===== src/rtl/ops_defs.vh =====
// Constants for the optical path protection switch controller.
// Assumes a 10 MHz system clock; powers in signed 0.1 dB units.
`ifndef OPS_DEFS_VH
`define OPS_DEFS_VH

// ****************************************************
// Encodings
// ****************************************************
`define OPS_MODE_AUTO      1'b0
`define OPS_MODE_MANUAL    1'b1
`define OPS_PATH_A         1'b0
`define OPS_PATH_B         1'b1
`define OPS_ALARM          1'b0
`define OPS_OK             1'b1

// ****************************************************
// Limits and reset values, 0.1 dB units; hold times in seconds
// ****************************************************
`define OPS_PWR_W          12
`define OPS_THR_MIN        12'shF9C
`define OPS_THR_MAX        12'sh08C
`define OPS_THR_RST        12'sh032
`define OPS_HYS_MIN        12'sh005
`define OPS_HYS_MAX        12'sh05F
`define OPS_HYS_RST        12'sh00A
`define OPS_EXCESS_PWR     12'sh0F0
`define OPS_HTIME_W        10
`define OPS_HTIME_MAX      10'h258
`define OPS_HTIME_RST      10'h03C

// ****************************************************
// Timing
// ****************************************************
`define OPS_CLK_HZ         10000000
`define OPS_SEC_CYCLES     (`OPS_CLK_HZ / 1)
`define OPS_MOVE_TMO_MS    50
`define OPS_MOVE_TMO_CYC   ((`OPS_CLK_HZ / 1000) * `OPS_MOVE_TMO_MS)

`endif


===== src/rtl/ops_switch_ctrl.v =====
// Optical path protection switch controller: selection, revert, alarms.
// Assumes cfg_* and measurement inputs are synchronous to clk; the switch
// position sense and supply-fail flag come from pins and are synchronised.
`timescale 1ns/1ps
`default_nettype none
`include "ops_defs.vh"

module ops_switch_ctrl #(
    parameter integer SEC_CYCLES  = `OPS_SEC_CYCLES,
    parameter integer MOVE_TMO    = `OPS_MOVE_TMO_CYC,
    parameter integer TEMP_W      = 12
) (
    input  wire                        clk,
    input  wire                        sys_rst,
    input  wire                        cfg_we,
    input  wire                        cfg_mode,
    input  wire signed [`OPS_PWR_W-1:0]   cfg_thr_a,
    input  wire signed [`OPS_PWR_W-1:0]   cfg_thr_b,
    input  wire signed [`OPS_PWR_W-1:0]   cfg_hys_amp,
    input  wire [`OPS_HTIME_W-1:0]     cfg_hys_time,
    input  wire                        cfg_revert,
    input  wire                        cfg_primary,
    input  wire                        cfg_normal_pos,
    input  wire                        cmd_move,
    input  wire                        cmd_path,
    input  wire                        meas_valid,
    input  wire signed [`OPS_PWR_W-1:0]   meas_pwr_a,
    input  wire signed [`OPS_PWR_W-1:0]   meas_pwr_b,
    input  wire signed [TEMP_W-1:0]    meas_mod_temp,
    input  wire signed [TEMP_W-1:0]    meas_sw_temp,
    input  wire                        sw_pos_in,
    input  wire                        rail_fail_in,
    output reg                         sw_drive,
    output reg                         pos_out,
    output reg signed [`OPS_PWR_W-1:0]    pwr_a_out,
    output reg signed [`OPS_PWR_W-1:0]    pwr_b_out,
    output reg signed [TEMP_W-1:0]     mod_temp_out,
    output reg signed [TEMP_W-1:0]     sw_temp_out,
    output reg                         mode_out,
    output reg                         revert_out,
    output reg                         primary_out,
    output reg                         normal_pos_out,
    output reg signed [`OPS_PWR_W-1:0]    thr_a_out,
    output reg signed [`OPS_PWR_W-1:0]    thr_b_out,
    output reg signed [`OPS_PWR_W-1:0]    hys_amp_out,
    output reg [`OPS_HTIME_W-1:0]      hys_time_out,
    output reg                         lol_a_ok,
    output reg                         lol_b_ok,
    output reg                         both_dark_ok,
    output reg                         no_switch_ok,
    output reg                         power_ok,
    output reg                         excess_ok
);

// ****************************************************
// Helpers
// ****************************************************
    // Clamp a power setting into its legal range
    function signed [`OPS_PWR_W-1:0] clamp;
        input signed [`OPS_PWR_W-1:0] v;
        input signed [`OPS_PWR_W-1:0] lo;
        input signed [`OPS_PWR_W-1:0] hi;
        begin
            if (v < lo) begin
                clamp = lo;
            end else if (v > hi) begin
                clamp = hi;
            end else begin
                clamp = v;
            end
        end
    endfunction

    // Pick the path A or path B copy of a power value
    function signed [`OPS_PWR_W-1:0] by_path;
        input                         sel;
        input signed [`OPS_PWR_W-1:0] a;
        input signed [`OPS_PWR_W-1:0] b;
        begin
            by_path = (sel == `OPS_PATH_A) ? a : b;
        end
    endfunction

    // Above thr+hys; one extra bit so the sum cannot wrap, and both
    // operands stay signed so a negative threshold compares correctly
    function above_restore;
        input signed [`OPS_PWR_W-1:0] p;
        input signed [`OPS_PWR_W-1:0] thr;
        input signed [`OPS_PWR_W-1:0] hys;
        reg signed [`OPS_PWR_W:0] p_w;
        reg signed [`OPS_PWR_W:0] lvl;
        begin
            p_w = {p[`OPS_PWR_W-1], p};
            lvl = {thr[`OPS_PWR_W-1], thr} + {hys[`OPS_PWR_W-1], hys};
            above_restore = (p_w > lvl);
        end
    endfunction

    // Loss-of-light with hysteresis: enter below thr, leave above thr+hys
    function lol_next;
        input                         lost;
        input signed [`OPS_PWR_W-1:0] p;
        input signed [`OPS_PWR_W-1:0] thr;
        input signed [`OPS_PWR_W-1:0] hys;
        begin
            if (lost) begin
                lol_next = !above_restore(p, thr, hys);
            end else begin
                lol_next = (p < thr);
            end
        end
    endfunction

// ****************************************************
// Pin synchronisers
// ****************************************************
    // Both pins are asynchronous; only the second stage feeds logic
    reg [1:0] pos_sync_q;
    reg [1:0] rail_sync_q;

    always @(posedge clk or posedge sys_rst) begin
        if (sys_rst) begin
            pos_sync_q  <= 2'h0;
            rail_sync_q <= 2'h0;
        end else begin
            pos_sync_q  <= {pos_sync_q[0], sw_pos_in};
            rail_sync_q <= {rail_sync_q[0], rail_fail_in};
        end
    end

    wire pos_s  = pos_sync_q[1];
    wire rail_s = rail_sync_q[1];

// ****************************************************
// Configuration
// ****************************************************
    always @(posedge clk or posedge sys_rst) begin
        if (sys_rst) begin
            mode_out       <= `OPS_MODE_AUTO;
            revert_out     <= 1'b1;
            primary_out    <= `OPS_PATH_A;
            normal_pos_out <= `OPS_PATH_A;
            thr_a_out      <= `OPS_THR_RST;
            thr_b_out      <= `OPS_THR_RST;
            hys_amp_out    <= `OPS_HYS_RST;
            hys_time_out   <= `OPS_HTIME_RST;
        end else if (cfg_we) begin
            mode_out       <= cfg_mode;
            revert_out     <= cfg_revert;
            primary_out    <= cfg_primary;
            normal_pos_out <= cfg_normal_pos;
            thr_a_out      <= clamp(cfg_thr_a, `OPS_THR_MIN, `OPS_THR_MAX);
            thr_b_out      <= clamp(cfg_thr_b, `OPS_THR_MIN, `OPS_THR_MAX);
            hys_amp_out    <= clamp(cfg_hys_amp, `OPS_HYS_MIN, `OPS_HYS_MAX);
            hys_time_out   <= (cfg_hys_time > `OPS_HTIME_MAX) ? `OPS_HTIME_MAX
                                                              : cfg_hys_time;
        end
    end

// ****************************************************
// Light status
// ****************************************************
    reg lost_a_q;
    reg lost_b_q;

    wire lost_a_d = lol_next(lost_a_q, pwr_a_out, thr_a_out, hys_amp_out);
    wire lost_b_d = lol_next(lost_b_q, pwr_b_out, thr_b_out, hys_amp_out);

    always @(posedge clk or posedge sys_rst) begin
        if (sys_rst) begin
            pwr_a_out    <= {`OPS_PWR_W{1'b0}};
            pwr_b_out    <= {`OPS_PWR_W{1'b0}};
            mod_temp_out <= {TEMP_W{1'b0}};
            sw_temp_out  <= {TEMP_W{1'b0}};
            lost_a_q     <= 1'b0;
            lost_b_q     <= 1'b0;
        end else begin
            if (meas_valid) begin
                pwr_a_out    <= meas_pwr_a;
                pwr_b_out    <= meas_pwr_b;
                mod_temp_out <= meas_mod_temp;
                sw_temp_out  <= meas_sw_temp;
            end
            lost_a_q <= lost_a_d;
            lost_b_q <= lost_b_d;
        end
    end

    wire pri_lost = (primary_out == `OPS_PATH_A) ? lost_a_q : lost_b_q;
    wire sec_lost = (primary_out == `OPS_PATH_A) ? lost_b_q : lost_a_q;
    wire signed [`OPS_PWR_W-1:0] pri_pwr = by_path(primary_out, pwr_a_out, pwr_b_out);
    wire signed [`OPS_PWR_W-1:0] pri_thr = by_path(primary_out, thr_a_out, thr_b_out);
    wire pri_restored = above_restore(pri_pwr, pri_thr, hys_amp_out);
    // Instant dip below threshold, used for fast fail-over
    wire pri_below = (pri_pwr < pri_thr);

// ****************************************************
// Revert timer
// ****************************************************
    reg [31:0]               tick_cnt_q;
    reg [`OPS_HTIME_W-1:0]   sec_cnt_q;
    wire secondary_sel = (sw_drive != primary_out);
    wire timing = (mode_out == `OPS_MODE_AUTO) && revert_out && secondary_sel
                  && pri_restored;
    wire tick = (tick_cnt_q == SEC_CYCLES - 1);
    wire revert_due = timing && (sec_cnt_q >= hys_time_out);

    always @(posedge clk or posedge sys_rst) begin
        if (sys_rst) begin
            tick_cnt_q <= 32'h0;
            sec_cnt_q  <= {`OPS_HTIME_W{1'b0}};
        end else if (!timing) begin
            tick_cnt_q <= 32'h0;
            sec_cnt_q  <= {`OPS_HTIME_W{1'b0}};
        end else if (tick) begin
            tick_cnt_q <= 32'h0;
            if (sec_cnt_q != `OPS_HTIME_MAX) begin
                sec_cnt_q <= sec_cnt_q + 1'b1;
            end
        end else begin
            tick_cnt_q <= tick_cnt_q + 32'h1;
        end
    end

// ****************************************************
// Path selection
// ****************************************************
    reg sw_drive_d;

    always @* begin
        sw_drive_d = sw_drive;
        if (mode_out == `OPS_MODE_MANUAL) begin
            if (cmd_move) begin
                sw_drive_d = cmd_path;
            end
        end else if (!secondary_sel) begin
            if (pri_below && !sec_lost) begin
                sw_drive_d = ~primary_out;
            end
        end else if (sec_lost && (pri_lost || !pri_below)) begin
            sw_drive_d = primary_out;
        end else if (revert_due) begin
            sw_drive_d = primary_out;
        end
    end

// ****************************************************
// Switch move supervision and alarms
// ****************************************************
    reg [31:0] move_cnt_q;
    reg        moving_q;

    always @(posedge clk or posedge sys_rst) begin
        if (sys_rst) begin
            sw_drive     <= `OPS_PATH_A;
            pos_out      <= `OPS_PATH_A;
            moving_q     <= 1'b0;
            move_cnt_q   <= 32'h0;
            lol_a_ok     <= `OPS_OK;
            lol_b_ok     <= `OPS_OK;
            both_dark_ok <= `OPS_OK;
            no_switch_ok <= `OPS_OK;
            power_ok     <= `OPS_OK;
            excess_ok    <= `OPS_OK;
        end else begin
            sw_drive <= sw_drive_d;
            pos_out  <= pos_s;
            // time the move
            // A new command restarts the timeout; the old target is dropped
            if (sw_drive_d != sw_drive) begin
                moving_q   <= 1'b1;
                move_cnt_q <= 32'h0;
            end else if (moving_q) begin
                if (pos_s == sw_drive) begin
                    moving_q     <= 1'b0;
                    no_switch_ok <= `OPS_OK;
                end else if (move_cnt_q == MOVE_TMO - 1) begin
                    moving_q     <= 1'b0;
                    no_switch_ok <= `OPS_ALARM;
                end else begin
                    move_cnt_q <= move_cnt_q + 32'h1;
                end
            end
            lol_a_ok     <= ~lost_a_d;
            lol_b_ok     <= ~lost_b_d;
            both_dark_ok <= ~(lost_a_d & lost_b_d);
            power_ok     <= ~rail_s;
            excess_ok    <= ~((pwr_a_out >= `OPS_EXCESS_PWR)
                             | (pwr_b_out >= `OPS_EXCESS_PWR));
        end
    end

endmodule // ops_switch_ctrl
`default_nettype wire


===== config.mk =====
export PLATFORM = sky130hd
export DESIGN_NAME = ops_switch_ctrl
export DESIGN_NICKNAME = d
export VERILOG_FILES = /design/src/rtl/ops_switch_ctrl.v
export VERILOG_INCLUDE_DIRS = /design/src /design/src/rtl
export SDC_FILE = /design/constraint.sdc
export NUM_CORES = 1
export LEC_CHECK = 0
export ABC_AREA = 1
export BUFFER_PORTS_ARGS = -buffer_cell sky130_fd_sc_hd__buf_2
export CAP_MARGIN = 20
export CORE_UTILIZATION = 52
export DETAILED_ROUTE_END_ITERATION = 10
export PLACE_DENSITY = 0.78
export REMOVE_ABC_BUFFERS = 1
export SYNTH_ARGS = -nofsm -noshare
export SYNTH_HDL_FRONTEND = slang
export SYNTH_SLANG_ARGS = --single-unit

===== constraint.sdc =====
create_clock -name clk -period 6.6 [get_ports clk]
set_clock_uncertainty 0.1 [all_clocks]
set_input_delay 1.32 -clock clk [delete_from_list [all_inputs] [get_ports clk]]
set_output_delay 1.32 -clock clk [all_outputs]
set_load 0.02 [all_outputs]

==> impl_metrics.env, run 1 <==
export IMPL_status="finished, final reports clean"
export IMPL_drc_errors=0
export IMPL_crit_path_end_kind="flip-flop"
export IMPL_ys_ff_latch=187
export IMPL_max_freq_mhz=181
export IMPL_hold_violations=0
export IMPL_ys_types=58
export IMPL_globalRouteOverflowTotal=0
export IMPL_p_seq_share_pct=40.2
export IMPL_worst_hold_slack_ns=0.255
export IMPL_rsz0062_at_grt="false"
export IMPL_clkTransAtPathRegs_ns=0.08
export IMPL_synthCells=1479
export IMPL_crit_fanout=16
export IMPL_final_nets=1917
export IMPL_layout_common_cells="nand2_1, inv_1, buf_2"
export IMPL_grt_max_degree=134
export IMPL_cts_hold_buf=0
export IMPL_cts_resized=0
export IMPL_comb_power_share_pct=29.4
export IMPL_met1_usage_pct=36.4
export IMPL_vias_per_cell=5.38
export IMPL_grt_usage_pct=27.5
export IMPL_report_final_slew_viol_count=0
export IMPL_switching_share_pct=37.3
export IMPL_top_regs="move_cnt_q (32), tick_cnt_q (32)"
export IMPL_syn_avg_cell_area_um2=8.20
export IMPL_die_h_um=155
export IMPL_min_period_ns=5.53
export IMPL_clk_path_buf_depth=2
export IMPL_post_drt_wl_per_cell_um=15.5
export IMPL_fin_crit_sh_pct=83.8
export IMPL_drv_cap=0
export IMPL_cts_sinks=187
export IMPL_post_cts_buffers=0
export IMPL_htree_levels=4
export IMPL_gp_congestion=0.938
export IMPL_worst_setup_path_start_kind="flip-flop"
export IMPL_grtUsageMet2_pct=45.5
export IMPL_busiest_layer="met2"
export IMPL_p_switching_mw=1.24
export IMPL_num_antenna_cells=0
export IMPL_pwr_share_clk_pct=30.4
export IMPL_async_reset_ff_share_pct=100
export IMPL_drtAntennaViolNets=0
export IMPL_setup_tns_final_ns=0
export IMPL_drtPass1Iterations=5
export IMPL_place_hpwl_mm=24.0
export IMPL_syn_cell_area_um2=12100
export IMPL_p_per_area_nw_per_um2=236
export IMPL_layout_commonest_cell="nand2_1"
export IMPL_top_level_ports=212
export IMPL_setup_ws_ns=1.07
export IMPL_core_um2=22800
export IMPL_finalWirelength_mm=31.1
export IMPL_synth_flop_cell="dfrtp_1"
export IMPL_grt_use_met3_pct=6.02
export IMPL_relSlewSlack_pct=35.9
export IMPL_dp_slack_ns=1.10
export IMPL_critPathMaxStageDelay_ns=0.54
export IMPL_port_buffers=211
export IMPL_clk_latency_ns=0.44
export IMPL_drive_gt1_share_pct=19.4
export IMPL_ys_warnings_count=0
export IMPL_die_area_um2=23900
export IMPL_synth_seq_area_share_pct=38.8
export IMPL_drt_initial_drc_count=646
export IMPL_crit_type="reg -> reg"
export IMPL_leakagePower_nw=6.91
export IMPL_p_int_mw=2.09
export IMPL_crit_path_frequent_cell="nand2_1"
export IMPL_antenna_found_initial=1
export IMPL_setup_violations=0
export IMPL_start_util_pct=53.3
export IMPL_min_path_type="reg -> reg"
export IMPL_synth_edff_count=0
export IMPL_grt_pass1_wl_mm=52.4
export IMPL_cpMaxStageDelayCell="dfrtp_1"
export IMPL_arrival_ns=5.82
export IMPL_cts_root_buf="clkbuf_16"
export IMPL_vdd_ir_drop_worst_mv=0.177
export IMPL_fp_dieW_um=155
export IMPL_numCtsBuffers=17
export IMPL_max_slew_worst_pin_slew_ns=0.962
export IMPL_cts_tree="built"
export IMPL_grt_pass1_vias=10851
export IMPL_worstPathRequired_ns=6.89
export IMPL_syn_to_final_growth_pct=16.0
export IMPL_num_vias=10827
export IMPL_num_rows=55
==> critical path, delay by kind of cell, from the launching register on <==
| family | cells | cell delay, ns |
|---|---|---|
| and+or+nand+nor | 13 | 1.63 |
| AOI/OAI and AO/OA | 10 | 1.46 |
| buffers and inverters | 5 | 0.89 |
| adders and majority gates | 3 | 0.85 |
| DFF | 1 | 0.54 |
==> Yosys cell counts (19+ instances only) <==
library cell	n	share of area, %
nor3_1	47	1.9
xnor2_1	25	1.8
o21ai_0	102	4.2
ha_1	122	13
nand3_1	54	2.2
nand2_1	260	8.0
mux2_2	32	3.0
inv_1	230	7.1
clkbuf_1	21	0.65
dfrtp_1	168	35
a21oi_1	79	3.3
nor2_1	127	3.9
nand4_1	25	1.3
xor2_1	39	2.8
nor4_1	20	1.0
dfstp_2	19	4.1
==> stage by stage <==
stage / instance area [um2] / utilization [%] / std cells / power, mW
3_5_place_dp: 13500 / 59.3 / 1980 / 2.33
6_report: 14100 / 61.8 / 2012 / 3.32
5_1_grt: 14100 / 61.8 / 2012 / 3.53
2_1_floorplan: 12000 / - / 1451 / 2.00
3_3_place_gp: 13500 / 59.3 / 1980 / 2.30
4_1_cts: 14100 / 61.8 / 2012 / 3.34
==> final cells by class <==
type,count,area (um2)
clock buffer,17,425
fill,1954,8700
tap,313,392
sequential,187,4700
timing repair buffer,216,1090
clock inverter,15,149
multi-input combinational,1032,6440
inverter,232,878
==> power by group through the flow <==
stage / sequential [mW] / clock, mW / combinational, mW
finish: 1.34 / 1.01 / 0.976
CTS: 1.34 / 1.03 / 0.979
floorplan: 1.41 / 0 / 0.587
global route: 1.35 / 1.08 / 1.11
global placement: 1.35 / 0 / 0.943
detailed placement: 1.36 / 0 / 0.972
==> path summary, 6_finish.rpt <==
kind                                from        endpoint  slack, ns  depth (start not counted)
min in group asynchronous        sys_rst   pos_sync_q[1]       0.93                          2
min reg2reg                pos_sync_q[0]   pos_sync_q[1]       0.25                          0
min                        pos_sync_q[0]   pos_sync_q[1]       0.25                          0
max reg2reg                  primary_out  tick_cnt_q[15]       1.07                         31
max                          primary_out  tick_cnt_q[15]       1.07                         31
max in group asynchronous        sys_rst    thr_a_out[9]       4.16                          3
==> kinds of logic (layout without fill, tap and decap cells) <==
group / after synthesis / after routing / share of synthesized area, %
flip-flops: 187 / 187 / 38.8
buffers and inverters: 260 / 480 / 8.20
AND/OR/NAND/NOR: 574 / 574 / 21.4
adder cells (fa/ha/maj): 125 / 125 / 13.1
AO/OA/AOI/OAI: 237 / 237 / 11.0
XOR/XNOR: 64 / 64 / 4.62
multiplexers: 32 / 32 / 2.97
==> per-layer routing <==
layer / vias to the layer above / routed length, um / share of wire, %
met1: 5113 / 14000 / 45
met2: 330 / 14400 / 46
met3: 53 / 1980 / 6.4
li1: 5329 / - / -
met5: - / 13 / 0.042
met4: 2 / 701 / 2.3
Note: power is estimated with default switching activity, not from simulation.
==> inputs of run 2 (changes only) <==
- ABC_AREA: 1 -> 0
- CORE_UTILIZATION: 52 -> 51
- PLACE_DENSITY: 0.78 -> 0.77
- clock period: 6.6 -> 4.5 ns (I/O delays scaled with it)
==> impl_metrics.env, run 2 <==
export IMPL_synth_top_area_share_pct=36.6
export IMPL_clk_path_buf_depth=2
export IMPL_synth_flop_cell="dfrtp_1"
export IMPL_gp_congestion=0.935
export IMPL_finalCoreUtilization_pct=65.0
export IMPL_fin_crit_sh_pct=112
export IMPL_max_slew_worst_pin_slew_ns=0.836
export IMPL_htree_levels=4
export IMPL_port_buffers=211
export IMPL_layout_commonest_cell="buf_2"
export IMPL_clkTransAtPathRegs_ns=0.07
export IMPL_async_reset_ff_share_pct=100
export IMPL_drive_gt1_share_pct=31.2
export IMPL_syn_avg_cell_area_um2=9.84
export IMPL_report_final_slew_viol_count=0
export IMPL_setup_ws_ns=-0.562
export IMPL_setup_tns_final_ns=-26.31
export IMPL_vias_per_cell=5.67
export IMPL_cts_sinks=187
export IMPL_start_util_pct=52.3
export IMPL_syn_to_final_growth_pct=24.3
export IMPL_crit_type="reg -> reg"
export IMPL_drv_cap=0
export IMPL_ys_ff_latch=187
export IMPL_min_path_type="reg -> reg"
export IMPL_crit_path_end_kind="flip-flop"
export IMPL_grt_usage_pct=27.1
export IMPL_drt_initial_drc_count=812
export IMPL_rsz0062_at_grt="true"
export IMPL_crit_path_frequent_cell="o21ai_2"
export IMPL_place_hpwl_mm=22.8
export IMPL_num_rows=54
export IMPL_cts_root_buf="clkbuf_16"
export IMPL_num_antenna_cells=0
export IMPL_globalRouteOverflowTotal=0
export IMPL_grt_max_degree=123
export IMPL_leakagePower_nw=6.92
export IMPL_num_vias=9927
export IMPL_synth_common_cells="dfrtp_1, ha_1, nor2_1, inv_1, nand2_1"
export IMPL_ys_types=64
export IMPL_final_nets=1689
export IMPL_layout_common_cells="buf_2, dfrtp_1, ha_1"
export IMPL_drtAntennaViolNets=0
export IMPL_die_area_um2=23100
export IMPL_worstPathCellList="mux2_4 -> ha_4 -> inv_2 -> fa_2 -> nor2b_2 -> o21ai_2 -> a21boi_2 -> o21ai_2 -> a21oi_2 -> o21ai_2 -> a211oi_2 -> o21ai_1 -> o31ai_1 -> ha_1 -> a21oi_2 -> o22ai_1 -> or4b_4 -> o21ai_2 -> o21ba_1 -> a211o_1 -> o311a_4 -> nand3b_1 -> a21o_1"
export IMPL_setup_violations=65
export IMPL_fp_dieW_um=152
export IMPL_max_freq_mhz=198
export IMPL_cpMaxStageDelayCell="or4b_4"
export IMPL_synthCells=1167
export IMPL_hold_violations=0
export IMPL_ys_top_cells_by_area="dfrtp_1, ha_1, mux2_2, xor2_1, dfstp_2"
export IMPL_ys_warnings_count=0
export IMPL_synth_seq_area_share_pct=40.9
export IMPL_p_per_area_nw_per_um2=357
export IMPL_antenna_found_initial=0
export IMPL_top_level_ports=212
export IMPL_worstPathRequired_ns=4.77
export IMPL_status="complete, but fails checks"
export IMPL_synth_most_common_cell="dfrtp_1"
export IMPL_arrival_ns=5.33
export IMPL_post_drt_wl_per_cell_um=18.0
export IMPL_core_um2=22000
export IMPL_clk_latency_ns=0.44
export IMPL_grt_pass1_wl_mm=49.8
export IMPL_drtPass1Iterations=8
export IMPL_syn_cell_area_um2=11500
export IMPL_cts_hold_buf=0
export IMPL_relSlewSlack_pct=44.3
export IMPL_finalWirelength_mm=31.5
export IMPL_drc_errors=30
export IMPL_worst_setup_path_start_kind="flip-flop"
export IMPL_critPathMaxStageDelay_ns=0.53
export IMPL_cts_tree="built"
export IMPL_die_h_um=152
export IMPL_yosysTopAreaCell="dfrtp_1"
export IMPL_power_mw=5.10
export IMPL_synth_edff_count=0
export IMPL_grt_pass1_vias=9897
export IMPL_crit_fanout=7
export IMPL_violations="design-rule violations, negative setup slack"
export IMPL_vdd_ir_drop_worst_mv=0.269
export IMPL_numCtsBuffers=17
export IMPL_min_period_ns=5.06
export IMPL_top_regs="move_cnt_q (32), tick_cnt_q (32)"
-- run 2: routing by layer --
metal	part of all wire [%]	vias to the layer above	track usage [%]
met5	0	-	0
met4	3.0	0	10.9
met3	5.3	72	4.96
met2	48	298	45.5
met1	43	4841	34.7
li1	-	4716	-
-- run 2: cell families (layout without fill, tap and decap cells) --
| group | Yosys count | in the layout | synth area share (%) |
|---|---|---|---|
| XOR/XNOR | 95 | 95 | 7.24 |
| multiplexers | 66 | 66 | 6.41 |
| flip-flops | 187 | 187 | 40.9 |
| AND/OR/NAND/NOR | 369 | 369 | 15.9 |
| adder cells (fa/ha/maj) | 125 | 125 | 13.8 |
| AO/OA/AOI/OAI | 217 | 217 | 12.0 |
| buffers and inverters | 108 | 411 | 3.63 |
-- run 2: repair_timing --
item	CTS	global route
buffers inserted	18	2
gates resized for setup	24	38
pin swaps	19	11
setup endpoints to repair	78	81
-- run 2: power by group --
group	internal (mW)	total (mW)	switching [mW]
logic	0.697	1.62	0.919
clock network	0.857	1.54	0.681
registers	1.82	1.95	0.130
-- run 2: stage by stage --
| step | area, um2 | setup WS, ns | cells | hold WS, ns |
|---|---|---|---|---|
| 2_1_floorplan | 11400 | -1.93 | 1141 | 0.231 |
| 3_3_place_gp | 13300 | -0.667 | 1699 | 0.234 |
| 3_5_place_dp | 13300 | -0.850 | 1699 | 0.235 |
| 4_1_cts | 14100 | -0.449 | 1747 | 0.251 |
| 5_1_grt | 14300 | -0.707 | 1750 | 0.262 |
| 6_report | 14300 | -0.562 | 1750 | 0.251 |
-- run 2: critical path, delay by kind of cell, from the launching register on --
kind | cells | cell delay [ns]
adder cells (fa/ha/maj) | 3 | 0.84
AO/OA/AOI/OAI | 15 | 2.45
buffers and inverters | 1 | 0.04
multiplexers | 1 | 0.25
flip-flops | 1 | 0.47
AND/OR/NAND/NOR | 3 | 0.84
-- run 2: cell type report --
cell class,count,area (um2)
fill,1750,7680
tap,280,350
inverter,82,315
timing repair buffer,298,1750
clock inverter,10,135
clock buffer,21,460
sequential,187,4700
multi-input combinational,872,6560
-- run 2: final timing paths --
kind                                     from             to  slack, ns  cells after the start
worst min register to register  pos_sync_q[0]  pos_sync_q[1]       0.25                      0
max in group asynchronous             sys_rst   thr_a_out[5]       2.86                      3
worst min-delay path            pos_sync_q[0]  pos_sync_q[1]       0.25                      0
worst max register to register    primary_out   no_switch_ok      -0.56                     23
worst max-delay path              primary_out   no_switch_ok      -0.56                     23
min in group asynchronous             sys_rst  pos_sync_q[0]       0.54                      2
==> inputs of run 3 (changes only) <==
- CAP_MARGIN: 20 -> unset
- CORE_UTILIZATION: 51 -> 38
- PLACE_DENSITY: 0.77 -> unset
- TNS_END_PERCENT: unset -> 50
==> impl_metrics.env, run 3 (synthesis results as in run 2) <==
export IMPL_hold_violations=0
export IMPL_drive_gt1_share_pct=31.5
export IMPL_worstPathRequired_ns=4.79
export IMPL_core_um2=29700
export IMPL_num_vias=9604
export IMPL_seq_area_um2=4700
export IMPL_multi_input_area_um2=6620
export IMPL_finalWirelength_mm=31.8
export IMPL_report_final_slew_viol_count=0
export IMPL_final_area_um2=14400
export IMPL_worst_hold_slack_ns=0.255
export IMPL_crit_fanout=8
export IMPL_setup_ws_ns=-0.407
export IMPL_vdd_ir_drop_worst_mv=0.240
export IMPL_cpMaxStageDelayCell="or4b_4"
export IMPL_worstPathCellList="mux2_4 -> ha_4 -> inv_2 -> fa_2 -> nor2b_1 -> o21ai_1 -> a21boi_2 -> o21ai_2 -> a21oi_2 -> o21ai_2 -> a211oi_2 -> o21ai_1 -> o31ai_1 -> ha_1 -> a21oi_1 -> o22ai_1 -> or4b_4 -> o21ai_2 -> o21ba_1 -> a211o_1 -> o311a_4 -> nand3b_1 -> a21o_1"
export IMPL_p_per_area_nw_per_um2=349
export IMPL_layout_common_cells="buf_2, dfrtp_1, ha_1"
export IMPL_die_area_um2=30900
export IMPL_drc_errors=0
export IMPL_num_rows=63
export IMPL_nFillCells=2808
export IMPL_drtPass1Iterations=7
export IMPL_post_drt_wl_per_cell_um=17.1
export IMPL_violations="negative setup slack"
export IMPL_htree_levels=4
export IMPL_gp_congestion=0.897
export IMPL_crit_type="reg -> reg"
export IMPL_cts_tree="built"
export IMPL_drt_initial_drc_count=580
export IMPL_max_slew_worst_pin_slew_ns=0.859
export IMPL_min_path_type="reg -> reg"
export IMPL_drv_cap=0
export IMPL_antenna_found_initial=0
export IMPL_leakagePower_nw=6.91
export IMPL_place_hpwl_mm=24.3
export IMPL_grt_pass1_wl_mm=50.6
export IMPL_port_buffers=211
export IMPL_status="complete, but fails checks"
export IMPL_numCtsBuffers=17
export IMPL_worst_setup_path_start_kind="flip-flop"
export IMPL_critPathMaxStageDelay_ns=0.54
export IMPL_relSlewSlack_pct=42.3
export IMPL_setup_violations=35
export IMPL_crit_path_end_kind="flip-flop"
export IMPL_die_h_um=176
export IMPL_top_regs="move_cnt_q (32), tick_cnt_q (32)"
export IMPL_rsz0062_at_grt="true"
export IMPL_final_nets=1685
export IMPL_min_period_ns=4.91
export IMPL_cts_root_buf="clkbuf_16"
export IMPL_cts_sinks=187
export IMPL_grt_pass1_vias=9626
export IMPL_grt_usage_pct=21.0
export IMPL_crit_path_frequent_cell="o21ai_2"
export IMPL_clk_latency_ns=0.45
export IMPL_top_level_ports=212
export IMPL_fp_dieW_um=176
export IMPL_max_freq_mhz=204
export IMPL_start_util_pct=38.7
export IMPL_cts_hold_buf=0
export IMPL_syn_to_final_growth_pct=25.8
export IMPL_grt_max_degree=111
export IMPL_vias_per_cell=5.17
export IMPL_layout_commonest_cell="buf_2"
export IMPL_arrival_ns=5.19
export IMPL_clk_path_buf_depth=2
export IMPL_globalRouteOverflowTotal=0
export IMPL_clkTransAtPathRegs_ns=0.08
export IMPL_place_area_um2=13500
export IMPL_fin_crit_sh_pct=109
export IMPL_num_antenna_cells=0
export IMPL_drtAntennaViolNets=0
run 3: cell count changes in the layout (fill, tap and decap cells not counted), moves of 3 or more:
cell      before  now
a21boi_2       3    6
inv_8          1    7
nor2_2         3    0
buf_4         82   75
nor2_4         0    5
run 3: power breakdown:
| group | internal [mW] | switching (mW) | total (mW) |
|---|---|---|---|
| combinational | 0.693 | 0.903 | 1.60 |
| clock | 0.739 | 0.762 | 1.50 |
| sequential | 1.82 | 0.129 | 1.94 |
| total | 3.25 | 1.79 | 5.04 |
run 3: repair_timing:
item                                    CTS  global route
cloned                                    0             2
resized for setup                        31            45
endpoints found under the setup margin   79            82
setup buffers                             8             6
pin swaps                                17            20
hold endpoints to repair                  0             0
run 3: layout make-up:
class / count / area share (%)
Timing Repair Buffer: 294 / 12.1
Inverter: 82 / 2.18
Sequential cell: 187 / 32.6
Multi-Input combinational cell: 872 / 45.8
Clock buffer: 17 / 2.94
Clock inverter: 15 / 1.01
Tap cell: 390 / 3.38
run 3: worst paths after layout:
kind,startpoint,end,slack (ns),cells after the start
hold / removal,pos_sync_q[0],pos_sync_q[1],0.26,0
max in group asynchronous,sys_rst,hys_time_out[5],2.92,3
setup / recovery,primary_out,no_switch_ok,-0.41,23
hold reg to reg,pos_sync_q[0],pos_sync_q[1],0.26,0
min in group asynchronous,sys_rst,pos_sync_q[0],0.45,2
setup reg to reg,primary_out,no_switch_ok,-0.41,23
run 3: metal layers:
layer | vias to the layer above | track usage, % | part of all wire, %
met4 | 0 | 8.01 | 2.9
li1 | 4722 | - | -
met3 | 52 | 2.68 | 3.6
met2 | 186 | 34.5 | 48
met1 | 4644 | 28.0 | 46
met5 | - | 0 | 0
run 3: per-stage QoR:
stage / power [mW] / setup slack [ns] / instances / TNS, ns / utilization (%)
2_1_floorplan: 2.83 / -1.93 / 1141 / -358.91 / -
3_3_place_gp: 3.41 / -0.772 / 1811 / -33.67 / 45.3
3_5_place_dp: 3.44 / -0.887 / 1811 / -40.62 / 45.3
4_1_cts: 5.00 / -0.480 / 1851 / -17.38 / 47.7
5_1_grt: 5.34 / -0.648 / 1857 / -25.70 / 48.6
6_report: 5.04 / -0.407 / 1857 / -12.23 / 48.6
run 3: worst max-delay path: cells and delay by family (launching register included):
kind                       cells  cell delay (ns)
AOI/OAI and AO/OA             15             2.44
and+or+nand+nor                3             0.75
adders and majority gates      3             0.69
DFF                            1             0.47
muxes                          1             0.34
buffers and inverters          1             0.05
